`src/rtl/xide_defines.vh`:
```
`ifndef XIDE_DEFINES_VH
`define XIDE_DEFINES_VH
`define XIDE_OP_REG_HI 5'h0d
`define XIDE_OP_DIR 8'h65
`define XIDE_OP_IND_HI 7'h33
`define XIDE_OP_IMM 8'h64
`define XIDE_OP_DST 8'h62
`define XIDE_ADDR_W 16
`define XIDE_PROG_ONCHIP_SMALL 16'h1000
`define XIDE_PROG_ONCHIP_LARGE 16'h2000
`define XIDE_RAM_SMALL 9'h080
`define XIDE_RAM_LARGE 9'h100
`define XIDE_SFR_BASE 8'h80
`define XIDE_SFR_ACC 8'he0
`define XIDE_SFR_P0 8'h80
`define XIDE_SFR_P1 8'h90
`define XIDE_SFR_P2 8'ha0
`define XIDE_SFR_P3 8'hb0
`define XIDE_ZERO_BYTE 8'h00
`define XIDE_ZERO_WORD 16'h0000
`define XIDE_REG_PAD 3'h0
`define XIDE_PTR_PAD 2'h0
`define XIDE_ST_FETCH 2'h0
`define XIDE_ST_OPER 2'h1
`define XIDE_ST_EXEC 2'h2
`endif

```
`src/rtl/xide_core.v`:
```
// Functional notes
// - 01101rrr xors working register into accumulator
// - 01100101 xors direct byte into accumulator
// - 0110011i xors pointer-indirect RAM byte into accumulator
// - 01100100 xors immediate byte into accumulator
// - 01100010 xors accumulator into direct byte
// - Operand reads never touch program space
// - Program space 64K, low 4K/8K on-chip
// - External data 64K, only by external_data_move
// - On-chip RAM 128 or 256 bytes plus SFRs
// - Low 128 RAM bytes direct and indirect reachable
// - No program status flag changes
// - Port destinations read output latch, not pins
`timescale 1ns/1ps
`include "xide_defines.vh"
module xide_core #(
    parameter LARGE = 1'b0
) (
    input wire clock_i,
    input wire reset_n_i,
    input wire instr_valid_i,
    input wire [7:0] opcode_i,
    input wire [7:0] operand_i,
    input wire [2:0] bank_sel_i,
    input wire sfr_we_i,
    input wire [7:0] sfr_addr_i,
    input wire [7:0] sfr_wdata_i,
    input wire [7:0] port_pins_i,
    input wire ext_valid_i,
    input wire ext_write_i,
    input wire [15:0] ext_addr_i,
    input wire [7:0] ext_wdata_i,
    output wire [7:0] acc_o,
    output wire [7:0] psw_flags_o,
    output wire done_o,
    output wire illegal_o,
    output wire [7:0] wr_addr_o,
    output wire [7:0] wr_data_o,
    output wire wr_en_o,
    output wire ext_req_o,
    output wire ext_wr_o,
    output wire [15:0] ext_addr_o,
    output wire [7:0] ext_wdata_o,
    output wire [15:0] prog_onchip_limit_o
);
    // Internal RAM and the direct-addressed SPECIAL_FUNCTION_SPACE space are kept here; program space is not
    reg [7:0] ram_q [0:255];
    reg [7:0] sfr_q [0:127];
    // Pin levels are captured only; no operand is ever taken from them
    reg [7:0] pin_q;

    reg [7:0] acc_q;
    reg [7:0] acc_d;
    reg [7:0] psw_q;
    reg [7:0] psw_d;
    reg done_q;
    reg done_d;
    reg illegal_q;
    reg illegal_d;
    reg wr_en_q;
    reg wr_en_d;
    reg [7:0] wr_addr_q;
    reg [7:0] wr_addr_d;
    reg [7:0] wr_data_q;
    reg [7:0] wr_data_d;
    reg ext_req_q;
    reg ext_req_d;
    reg ext_wr_q;
    reg ext_wr_d;
    reg [15:0] ext_addr_q;
    reg [15:0] ext_addr_d;
    reg [7:0] ext_wdata_q;
    reg [7:0] ext_wdata_d;
    reg [15:0] limit_q;
    reg [15:0] limit_d;

    // Operand form of an opcode; CLS_NONE marks anything outside the group
    localparam [2:0] CLS_NONE = 3'h0;
    localparam [2:0] CLS_REG = 3'h1;
    localparam [2:0] CLS_DIR = 3'h2;
    localparam [2:0] CLS_IND = 3'h3;
    localparam [2:0] CLS_IMM = 3'h4;
    localparam [2:0] CLS_DST = 3'h5;

    function [2:0] op_class;
        input [7:0] op;
        begin
            if (op[7:3] == `XIDE_OP_REG_HI) begin
                op_class = CLS_REG;
            end else if (op == `XIDE_OP_DIR) begin
                op_class = CLS_DIR;
            end else if (op[7:1] == `XIDE_OP_IND_HI) begin
                op_class = CLS_IND;
            end else if (op == `XIDE_OP_IMM) begin
                op_class = CLS_IMM;
            end else if (op == `XIDE_OP_DST) begin
                op_class = CLS_DST;
            end else begin
                op_class = CLS_NONE;
            end
        end
    endfunction

    function is_xor;
        input [7:0] op;
        begin
            is_xor = (op_class(op) != CLS_NONE);
        end
    endfunction

    function is_port;
        input [7:0] a;
        begin
            is_port = (a == `XIDE_SFR_P0) || (a == `XIDE_SFR_P1) ||
                      (a == `XIDE_SFR_P2) || (a == `XIDE_SFR_P3);
        end
    endfunction

    function is_sfr;
        input [7:0] a;
        begin
            is_sfr = (a >= `XIDE_SFR_BASE);
        end
    endfunction

    function is_acc;
        input [7:0] a;
        begin
            is_acc = (a == `XIDE_SFR_ACC);
        end
    endfunction

    wire [8:0] ram_size = LARGE ? `XIDE_RAM_LARGE : `XIDE_RAM_SMALL;
    wire [7:0] reg_addr = {`XIDE_REG_PAD, bank_sel_i[1:0], opcode_i[2:0]};
    wire [7:0] ptr_addr = {`XIDE_REG_PAD, bank_sel_i[1:0], `XIDE_PTR_PAD, opcode_i[0]};
    wire [7:0] ptr_val = ram_q[ptr_addr];
    wire [2:0] op_cls = op_class(opcode_i);
    wire op_xor = is_xor(opcode_i);
    wire go = instr_valid_i;

    // Direct reads: below the SPECIAL_FUNCTION_SPACE base is RAM, above is SPECIAL_FUNCTION_SPACE; ports read latch
    reg [7:0] direct_val;
    always @* begin
        if (!is_sfr(operand_i)) begin
            direct_val = ram_q[operand_i];
        end else if (is_acc(operand_i)) begin
            direct_val = acc_q;
        end else if (is_port(operand_i)) begin
            direct_val = sfr_q[operand_i[6:0]];
        end else begin
            direct_val = sfr_q[operand_i[6:0]];
        end
    end

    // Indirect reads above the fitted RAM size return zero
    reg [7:0] ind_val;
    always @* begin
        if ({1'b0, ptr_val} < ram_size) begin
            ind_val = ram_q[ptr_val];
        end else begin
            ind_val = `XIDE_ZERO_BYTE;
        end
    end

    reg [7:0] src;
    reg acc_wr;
    reg dst_wr;
    always @* begin
        src = `XIDE_ZERO_BYTE;
        acc_wr = 1'b0;
        dst_wr = 1'b0;
        case (op_cls)
            CLS_REG: begin
                src = ram_q[reg_addr];
                acc_wr = 1'b1;
            end
            CLS_DIR: begin
                src = direct_val;
                acc_wr = 1'b1;
            end
            CLS_IND: begin
                src = ind_val;
                acc_wr = 1'b1;
            end
            CLS_IMM: begin
                src = operand_i;
                acc_wr = 1'b1;
            end
            CLS_DST: begin
                src = direct_val;
                dst_wr = 1'b1;
            end
            default: begin
                src = `XIDE_ZERO_BYTE;
            end
        endcase
    end

    wire [7:0] result = src ^ acc_q;
    wire dst_ram = go && dst_wr && !is_sfr(operand_i);
    wire dst_sfr = go && dst_wr && is_sfr(operand_i) && !is_acc(operand_i);
    wire dst_acc = go && dst_wr && is_acc(operand_i);

    // An instruction write wins over a preload write in the same cycle
    always @(posedge clock_i) begin
        if (dst_ram) begin
            ram_q[operand_i] <= result;
        end else if (sfr_we_i && !is_sfr(sfr_addr_i)) begin
            ram_q[sfr_addr_i] <= sfr_wdata_i;
        end
    end

    always @(posedge clock_i) begin
        if (dst_sfr) begin
            sfr_q[operand_i[6:0]] <= result;
        end else if (sfr_we_i && is_sfr(sfr_addr_i)) begin
            sfr_q[sfr_addr_i[6:0]] <= sfr_wdata_i;
        end
    end

    always @(posedge clock_i) begin
        pin_q <= port_pins_i;
    end

    // Accumulator: instruction result first, then a preload write
    always @* begin
        acc_d = acc_q;
        if (go && acc_wr) begin
            acc_d = result;
        end else if (dst_acc) begin
            // Xor of the accumulator with itself clears it
            acc_d = result;
        end else if (sfr_we_i && is_acc(sfr_addr_i)) begin
            acc_d = sfr_wdata_i;
        end
    end

    // Flags are passed through untouched
    always @* begin
        psw_d = psw_q;
    end

    always @* begin
        done_d = go && op_xor;
        illegal_d = go && !op_xor;
    end

    always @* begin
        wr_en_d = go && dst_wr;
        wr_addr_d = operand_i;
        wr_data_d = result;
    end

    // External data only via the dedicated move request
    always @* begin
        ext_req_d = ext_valid_i;
        ext_wr_d = ext_valid_i && ext_write_i;
        ext_addr_d = ext_addr_q;
        ext_wdata_d = ext_wdata_q;
        if (ext_valid_i) begin
            ext_addr_d = ext_addr_i;
            ext_wdata_d = ext_wdata_i;
        end
    end

    always @* begin
        if (LARGE) begin
            limit_d = `XIDE_PROG_ONCHIP_LARGE;
        end else begin
            limit_d = `XIDE_PROG_ONCHIP_SMALL;
        end
    end

    always @(posedge clock_i or negedge reset_n_i) begin
        if (!reset_n_i) begin
            acc_q <= `XIDE_ZERO_BYTE;
            psw_q <= `XIDE_ZERO_BYTE;
            done_q <= 1'b0;
            illegal_q <= 1'b0;
        end else begin
            acc_q <= acc_d;
            psw_q <= psw_d;
            done_q <= done_d;
            illegal_q <= illegal_d;
        end
    end

    always @(posedge clock_i or negedge reset_n_i) begin
        if (!reset_n_i) begin
            wr_en_q <= 1'b0;
            wr_addr_q <= `XIDE_ZERO_BYTE;
            wr_data_q <= `XIDE_ZERO_BYTE;
        end else begin
            wr_en_q <= wr_en_d;
            wr_addr_q <= wr_addr_d;
            wr_data_q <= wr_data_d;
        end
    end

    always @(posedge clock_i or negedge reset_n_i) begin
        if (!reset_n_i) begin
            ext_req_q <= 1'b0;
            ext_wr_q <= 1'b0;
            ext_addr_q <= `XIDE_ZERO_WORD;
            ext_wdata_q <= `XIDE_ZERO_BYTE;
        end else begin
            ext_req_q <= ext_req_d;
            ext_wr_q <= ext_wr_d;
            ext_addr_q <= ext_addr_d;
            ext_wdata_q <= ext_wdata_d;
        end
    end

    always @(posedge clock_i or negedge reset_n_i) begin
        if (!reset_n_i) begin
            limit_q <= `XIDE_ZERO_WORD;
        end else begin
            limit_q <= limit_d;
        end
    end

    assign acc_o = acc_q;
    assign psw_flags_o = psw_q;
    assign done_o = done_q;
    assign illegal_o = illegal_q;
    assign wr_addr_o = wr_addr_q;
    assign wr_data_o = wr_data_q;
    assign wr_en_o = wr_en_q;
    assign ext_req_o = ext_req_q;
    assign ext_wr_o = ext_wr_q;
    assign ext_addr_o = ext_addr_q;
    assign ext_wdata_o = ext_wdata_q;
    assign prog_onchip_limit_o = limit_q;
endmodule

```
`config.mk`:
```
export PLATFORM = sky130hd
export DESIGN_NAME = xide_core
export DESIGN_NICKNAME = d
export VERILOG_FILES = /design/src/rtl/xide_core.v
export VERILOG_INCLUDE_DIRS = /design/src /design/src/rtl
export SDC_FILE = /design/constraint.sdc
export NUM_CORES = 2
export LEC_CHECK = 0
export BUFFER_PORTS_ARGS = -buffer_cell sky130_fd_sc_hd__buf_2
export CELL_PAD_IN_SITES_DETAIL_PLACEMENT = 1
export CELL_PAD_IN_SITES_GLOBAL_PLACEMENT = 1
export CORE_AREA = 5 5 421 423
export DETAILED_ROUTE_END_ITERATION = 12
export DIE_AREA = 0 0 426 428
export GPL_ROUTABILITY_DRIVEN = 0
export PLACE_DENSITY = 0.77
export SYNTH_ARGS = -nofsm -noshare
export SYNTH_HDL_FRONTEND = slang
export SYNTH_SLANG_ARGS = --single-unit
export TNS_END_PERCENT = 5
```
`constraint.sdc`:
```
create_clock -name clock_i -period 12.2 [get_ports clock_i]
set_clock_uncertainty 0.2 [all_clocks]
set_input_delay 1.83 -clock clock_i [delete_from_list [all_inputs] [get_ports clock_i]]
set_output_delay 1.83 -clock clock_i [all_outputs]
set_load 0.02 [all_outputs]
```
Yosys cells after proc, flatten, opt, wreduce, memory -nomap -nowiden --
Memory sizes are Yosys's and may differ from the RTL's. Cells that the tools add are included.
Operators by class: $lt $le $gt $ge 3, muxes and demuxes 30, reduce and logical (&&, ||, !) cells 22, eq/ne operators 12, bitwise logic cells 1
Operators with widths (number):
- 2-to-1 mux 8 bit | 9
- one-hot mux 8 bit (4 select lines) | 1
- == test 8 x 7 -> 1 bit, second input constant | 3
- == test 8 bit, second input constant | 2
- >= comparator 8 bit, second input constant | 2
- OR reduction 8 bit | 2
- 2-to-1 mux 3 bit | 5
- 2-to-1 mux 1 bit | 14
- logical AND 1 bit | 12
- less-than comparator 8 bit, second input constant | 1
- bitwise XOR 8 bit | 1
- == test 7 x 6 -> 1 bit, second input constant | 1
- 2-to-1 mux 7 bit | 1
- == test 3 x 2 -> 1 bit, second input constant | 2
- == test 3 bit, second input constant | 2
- nonzero test 3 bit | 2
- == test 5 x 4 -> 1 bit, second input constant | 1
- zero test 1 bit | 4
- OR reduction 4 bit | 1
- == test 3 x 1 -> 1 bit, second input constant | 1
- OR reduction 2 bit | 1
Word-level totals: memories kept 2, word-level logic and storage cells 81, RAM bits 3072, register bits after elaboration 54
Memories:
- ram_q | words 256, bits a word 8, rd ports 4, clocked after Yosys merged registers in 0, wr ports 1, RTL line xide_core.v:47 | reg [7:0] ram_q [0:255];
- sfr_q | words 128, bits a word 8, rd ports 1, clocked after Yosys merged registers in 0, wr ports 1, RTL line xide_core.v:48 | reg [7:0] sfr_q [0:127];

Logic depth before layout (Yosys ltp) --
word-level depth 15, depth in mapped cells 19, depth with buffers taken out 11

Worst setup path before layout --
No wires, ideal clock.
path kind input to register, from input operand_i[1], to memory ram_q[0][7], data pin, setup time 378 ps, required time 11622 ps, arrival 5900 ps, stages 15, buffers on the path 5, path slack 5722 ps, path through buf_2 > buf_2 > buf_2 > buf_1 > buf_1 > mux4_2 > mux2i_1 > nor2_1 > a2111oi_0 > a21oi_1 > a211oi_1 > nand4_1 > nor2_1 > xnor2_1 > mux2_2
On the way: elaborated cells between the ends (all ways) 14, classes of those cells order compare (1); eq/ne (1); mux (6); bitwise (1); reduce/logical (3); memory (2)
RTL lines:
- from (decl) | RTL line xide_core.v:23 | input wire [7:0] operand_i,
- memory (128 x 8 bit) / == test 8 bit (equally long branches)
- 2-to-1 mux 8 bit | RTL line xide_core.v:146 | end else if (is_acc(operand_i)) begin
- 2-to-1 mux 8 bit (*) | RTL line xide_core.v:144 | if (!is_sfr(operand_i)) begin
- one-hot mux 8 bit (4 select lines) (*) | RTL line xide_core.v:172 | case (op_cls)
- bitwise XOR 8 bit (*) | RTL line xide_core.v:199 | wire [7:0] result = src ^ acc_q;
- net result[7] | RTL line xide_core.v:199
- 2-to-1 mux 8 bit (no line) (*)
- to (decl) | RTL line xide_core.v:47
The timed path passes the listed nets; every way through them passes the cells marked *.

Worst setup path in the final report --
from input bank_sel_i[0], to memory sfr_q[44][3], data pin
On the way: cells in the longest elaborated chain, start to end 6
RTL lines:
- from (decl) | RTL line xide_core.v:24 | input wire [2:0] bank_sel_i,
- memory (256 x 8 bit)
- memory (256 x 8 bit) / less-than comparator 8 bit (equally long branches)
- 2-to-1 mux 8 bit | RTL line xide_core.v:158 | if ({1'b0, ptr_val} < ram_size) begin
- one-hot mux 8 bit (4 select lines) (*) | RTL line xide_core.v:172
- bitwise XOR 8 bit (*) | RTL line xide_core.v:199
- net result[3] | RTL line xide_core.v:199
- 2-to-1 mux 8 bit (no line) (*)
- to (decl) | RTL line xide_core.v:48
Marked as above.

==> impl_metrics.tcl <==
set metrics [dict create \
    status "complete, no violations" \
    h-tree-depth 4 \
    ff2ff_path_depth 14 \
    yosysWarnings 0 \
    fin_crit_ps 8709 \
    slew_headroom_pct 7.142 \
    async_flop_share_pct 2.569 \
    wl_met2_um 153400 \
    p_leak_uw 0.03356 \
    synth-edff-count 2048 \
    clock_path_buffers 3 \
    drive_gt1_share_pct 23.92 \
    hold-worst-slack_ps 302.7 \
    grt_usage_pct 35.50 \
    synthTopCellsByArea "edfxtp_1, mux4_2, nand2_1, dfrtp_1, mux2i_1" \
    syn_to_final_growth_pct 10.61 \
    cts.sinks 2102 \
    ant_nets 0 \
    power.density_nw_per_um2 162.3 \
    wl_per_cell_um 39.79 \
    finalSetupViolations 0 \
    drtIter0Drc 9149 \
    io_pins 150 \
    yosysTopAreaCell "edfxtp_1" \
    place_inst 7776 \
    synthTopCellsByCount "edfxtp_1, mux4_2, nand2_1" \
    num_rows 153 \
    switching_share_pct 25.44 \
    die_x_um 426 \
    hold_buffers 0 \
    port_buffers 117 \
    fp.dieH_um 428 \
    ys_seq_area_share_pct 66.36 \
    cp_max_fo 72 \
    final_cells 8187 \
    wl_met1_um 110000 \
    switching_power_uw 4324 \
    vias_per_cell 7.408 \
    synth_top_cell_area_share_pct 64.93 \
    cp_data_required_time_ps 12540 \
    cts_tree "built" \
    num_vias 60650 \
    min_period_over_period_pct 71.39 \
    tightest_slew_ps 1388 \
    synth.most_common_cell "edfxtp_1" \
    grt_start_max_net_pins 131 \
    fin_ws_ps 3491 \
    grt_pass1_vias 61630 \
    wirelength_um 325700 \
    hold_path_class "reg -> reg" \
    finish.instance_area_um2 104800 \
    dp_hpwl_um 204600 \
    grt_pass1_wl_um 460800 \
    synth.distinct_cells 85 \
    fmax_ghz 0.1148 \
    syn-cell-area_um2 94720 \
    cts_buffers 212 \
    cts.repair.resized 0 \
    slew_viol_final 0 \
    pwr-share-clk_pct 39.2 \
    drv_cap 0 \
    regArea_um2 62850 \
    grt_setup_unrepaired "false" \
    fill_cells 15160 \
    whs_path_depth 1 \
    grt-ovfl-total 0 \
    core_um2 173100 \
    cts-root-buf "clkbuf_16" \
    dr.pass1.iters 10 \
    syn_inst 5602 \
    peakVddDrop_uv 163.4 \
    post-cts-setup-buffers 0 \
    fin_nets 5738 \
    synth-seq-cells 2102 \
    worst_setup_path_start_kind "primary input" \
    antenna_found_initial 19 \
    initial_core_util_pct 54.73 \
    end_kind "register" \
    p_int_uw 12680 \
    hold_violations 0 \
    tns_ps 0 \
    dieArea_um2 182300 \
    wl_met3_um 36550 \
    crit_arrival_ps 9050 \
    placed_area_um2 97770 \
    top_layer "met5" \
    comb_power_share_pct 11.2 \
    pre_cts_slack_ps 3005 \
    multi_input_comb_area_um2 29930 \
    route.detailed.drc 0 \
    clk_latency_ps 890 \
    clk_pin_slew_worst_paths_ps 60 \
    synth_ff_type "edfxtp_1" \
    seqPwrFrac_pct 49.6 \
    syn-mean-instance-area_um2 16.91 \
    critPathKind "in -> reg" \
]
## metal layers
| layer | global-route usage (%) | vias to the layer above |
|---|---|---|
| met5 | 0.2910 | - |
| met2 | 55.30 | 4625 |
| met1 | 44.99 | 31840 |
| met4 | 22.21 | 6 |
| met3 | 8.894 | 1086 |
| li1 | - | 23090 |
## worst paths after layout
kind | start | slack, ps | end
worst min-delay path | ext_addr_o[0] | 300 | ext_addr_o[0]
worst max register to register | ram_q[8][0] | 4880 | sfr_q[44][3]
max in group asynchronous | reset_n_i | 10250 | wr_data_o[3]
worst min register to register | ext_addr_o[0] | 300 | ext_addr_o[0]
worst max-delay path | bank_sel_i[0] | 3490 | sfr_q[44][3]
min in group asynchronous | reset_n_i | 950 | ext_addr_o[4]
## critical path: stages
cell and delay [ps]:
buf_2 500, buf_4 510, nand2_1 230, a2bb2oi_4 220, buf_4 350, nand2_4 610
buf_4 570, a211oi_1 200, a2111oi_0 790, nor4_1 110, a31oi_1 730, or3_1 420
nor2_1 120, xnor2_1 280, mux2_4 690, buf_4 760
## layout by cell type (no fill, tap or decap), drive strengths merged, types with 43 or more instances in the layout
cell and instances:
a311oi 91, dfrtp 54, nand3 138, nand2 629, nor2 312, buf 275, mux2 77, a22oi 43
mux2i 135, clkinv 107, a211oi 157, a21oi 64, and3 165, a31oi 90, clkbuf 252, edfxtp 2048
mux4 707, o21ai 61
## power groups by stage
stage	clock network, µW	registers, µW	logic [µW]
global placement	0	8570	1790
detailed placement	0	8580	1860
floorplan	0	8600	1040
finish	6660	8430	1910
global route	7030	8420	1970
CTS	6670	8430	1880
## state kept, by name, indices dropped and copies added (netlist names), 8 cells and up
name         flops
ext_wdata_o      8
wr_addr_o        8
wr_data_o        8
ext_addr_o      16
ram_q         1024
sfr_q         1024
acc_o            8
## kinds of logic after synthesis
group | after synthesis | share of synthesized area [%]
compound gates | 702 | 5.402
xor+xnor | 8 | 0.07398
buf+inv | 465 | 2.325
flops | 2102 | 66.36
mux | 919 | 19.20
other cells | 2 | 0.007929
simple gates | 1404 | 6.635
## stage by stage
| stage | utilization [%] | power (µW) |
|---|---|---|
| floorplan | - | 9637 |
| finish | 60.54 | 17000 |
| CTS | 60.52 | 16980 |
| global placement | 56.50 | 10360 |
| detailed placement | 56.50 | 10440 |
| global route | 60.52 | 17420 |
## final cells by class
cell class	count	area share [%]
Clock inverter	146	1.371
Tap cell	2325	2.777
Multi-Input combinational cell	3057	28.57
Antenna cell	14	0.03344
Inverter	16	0.05732
Timing Repair Buffer	276	1.928
Clock buffer	251	5.274
Sequential cell	2102	59.99
Note: power is estimated with default switching activity, not from simulation.
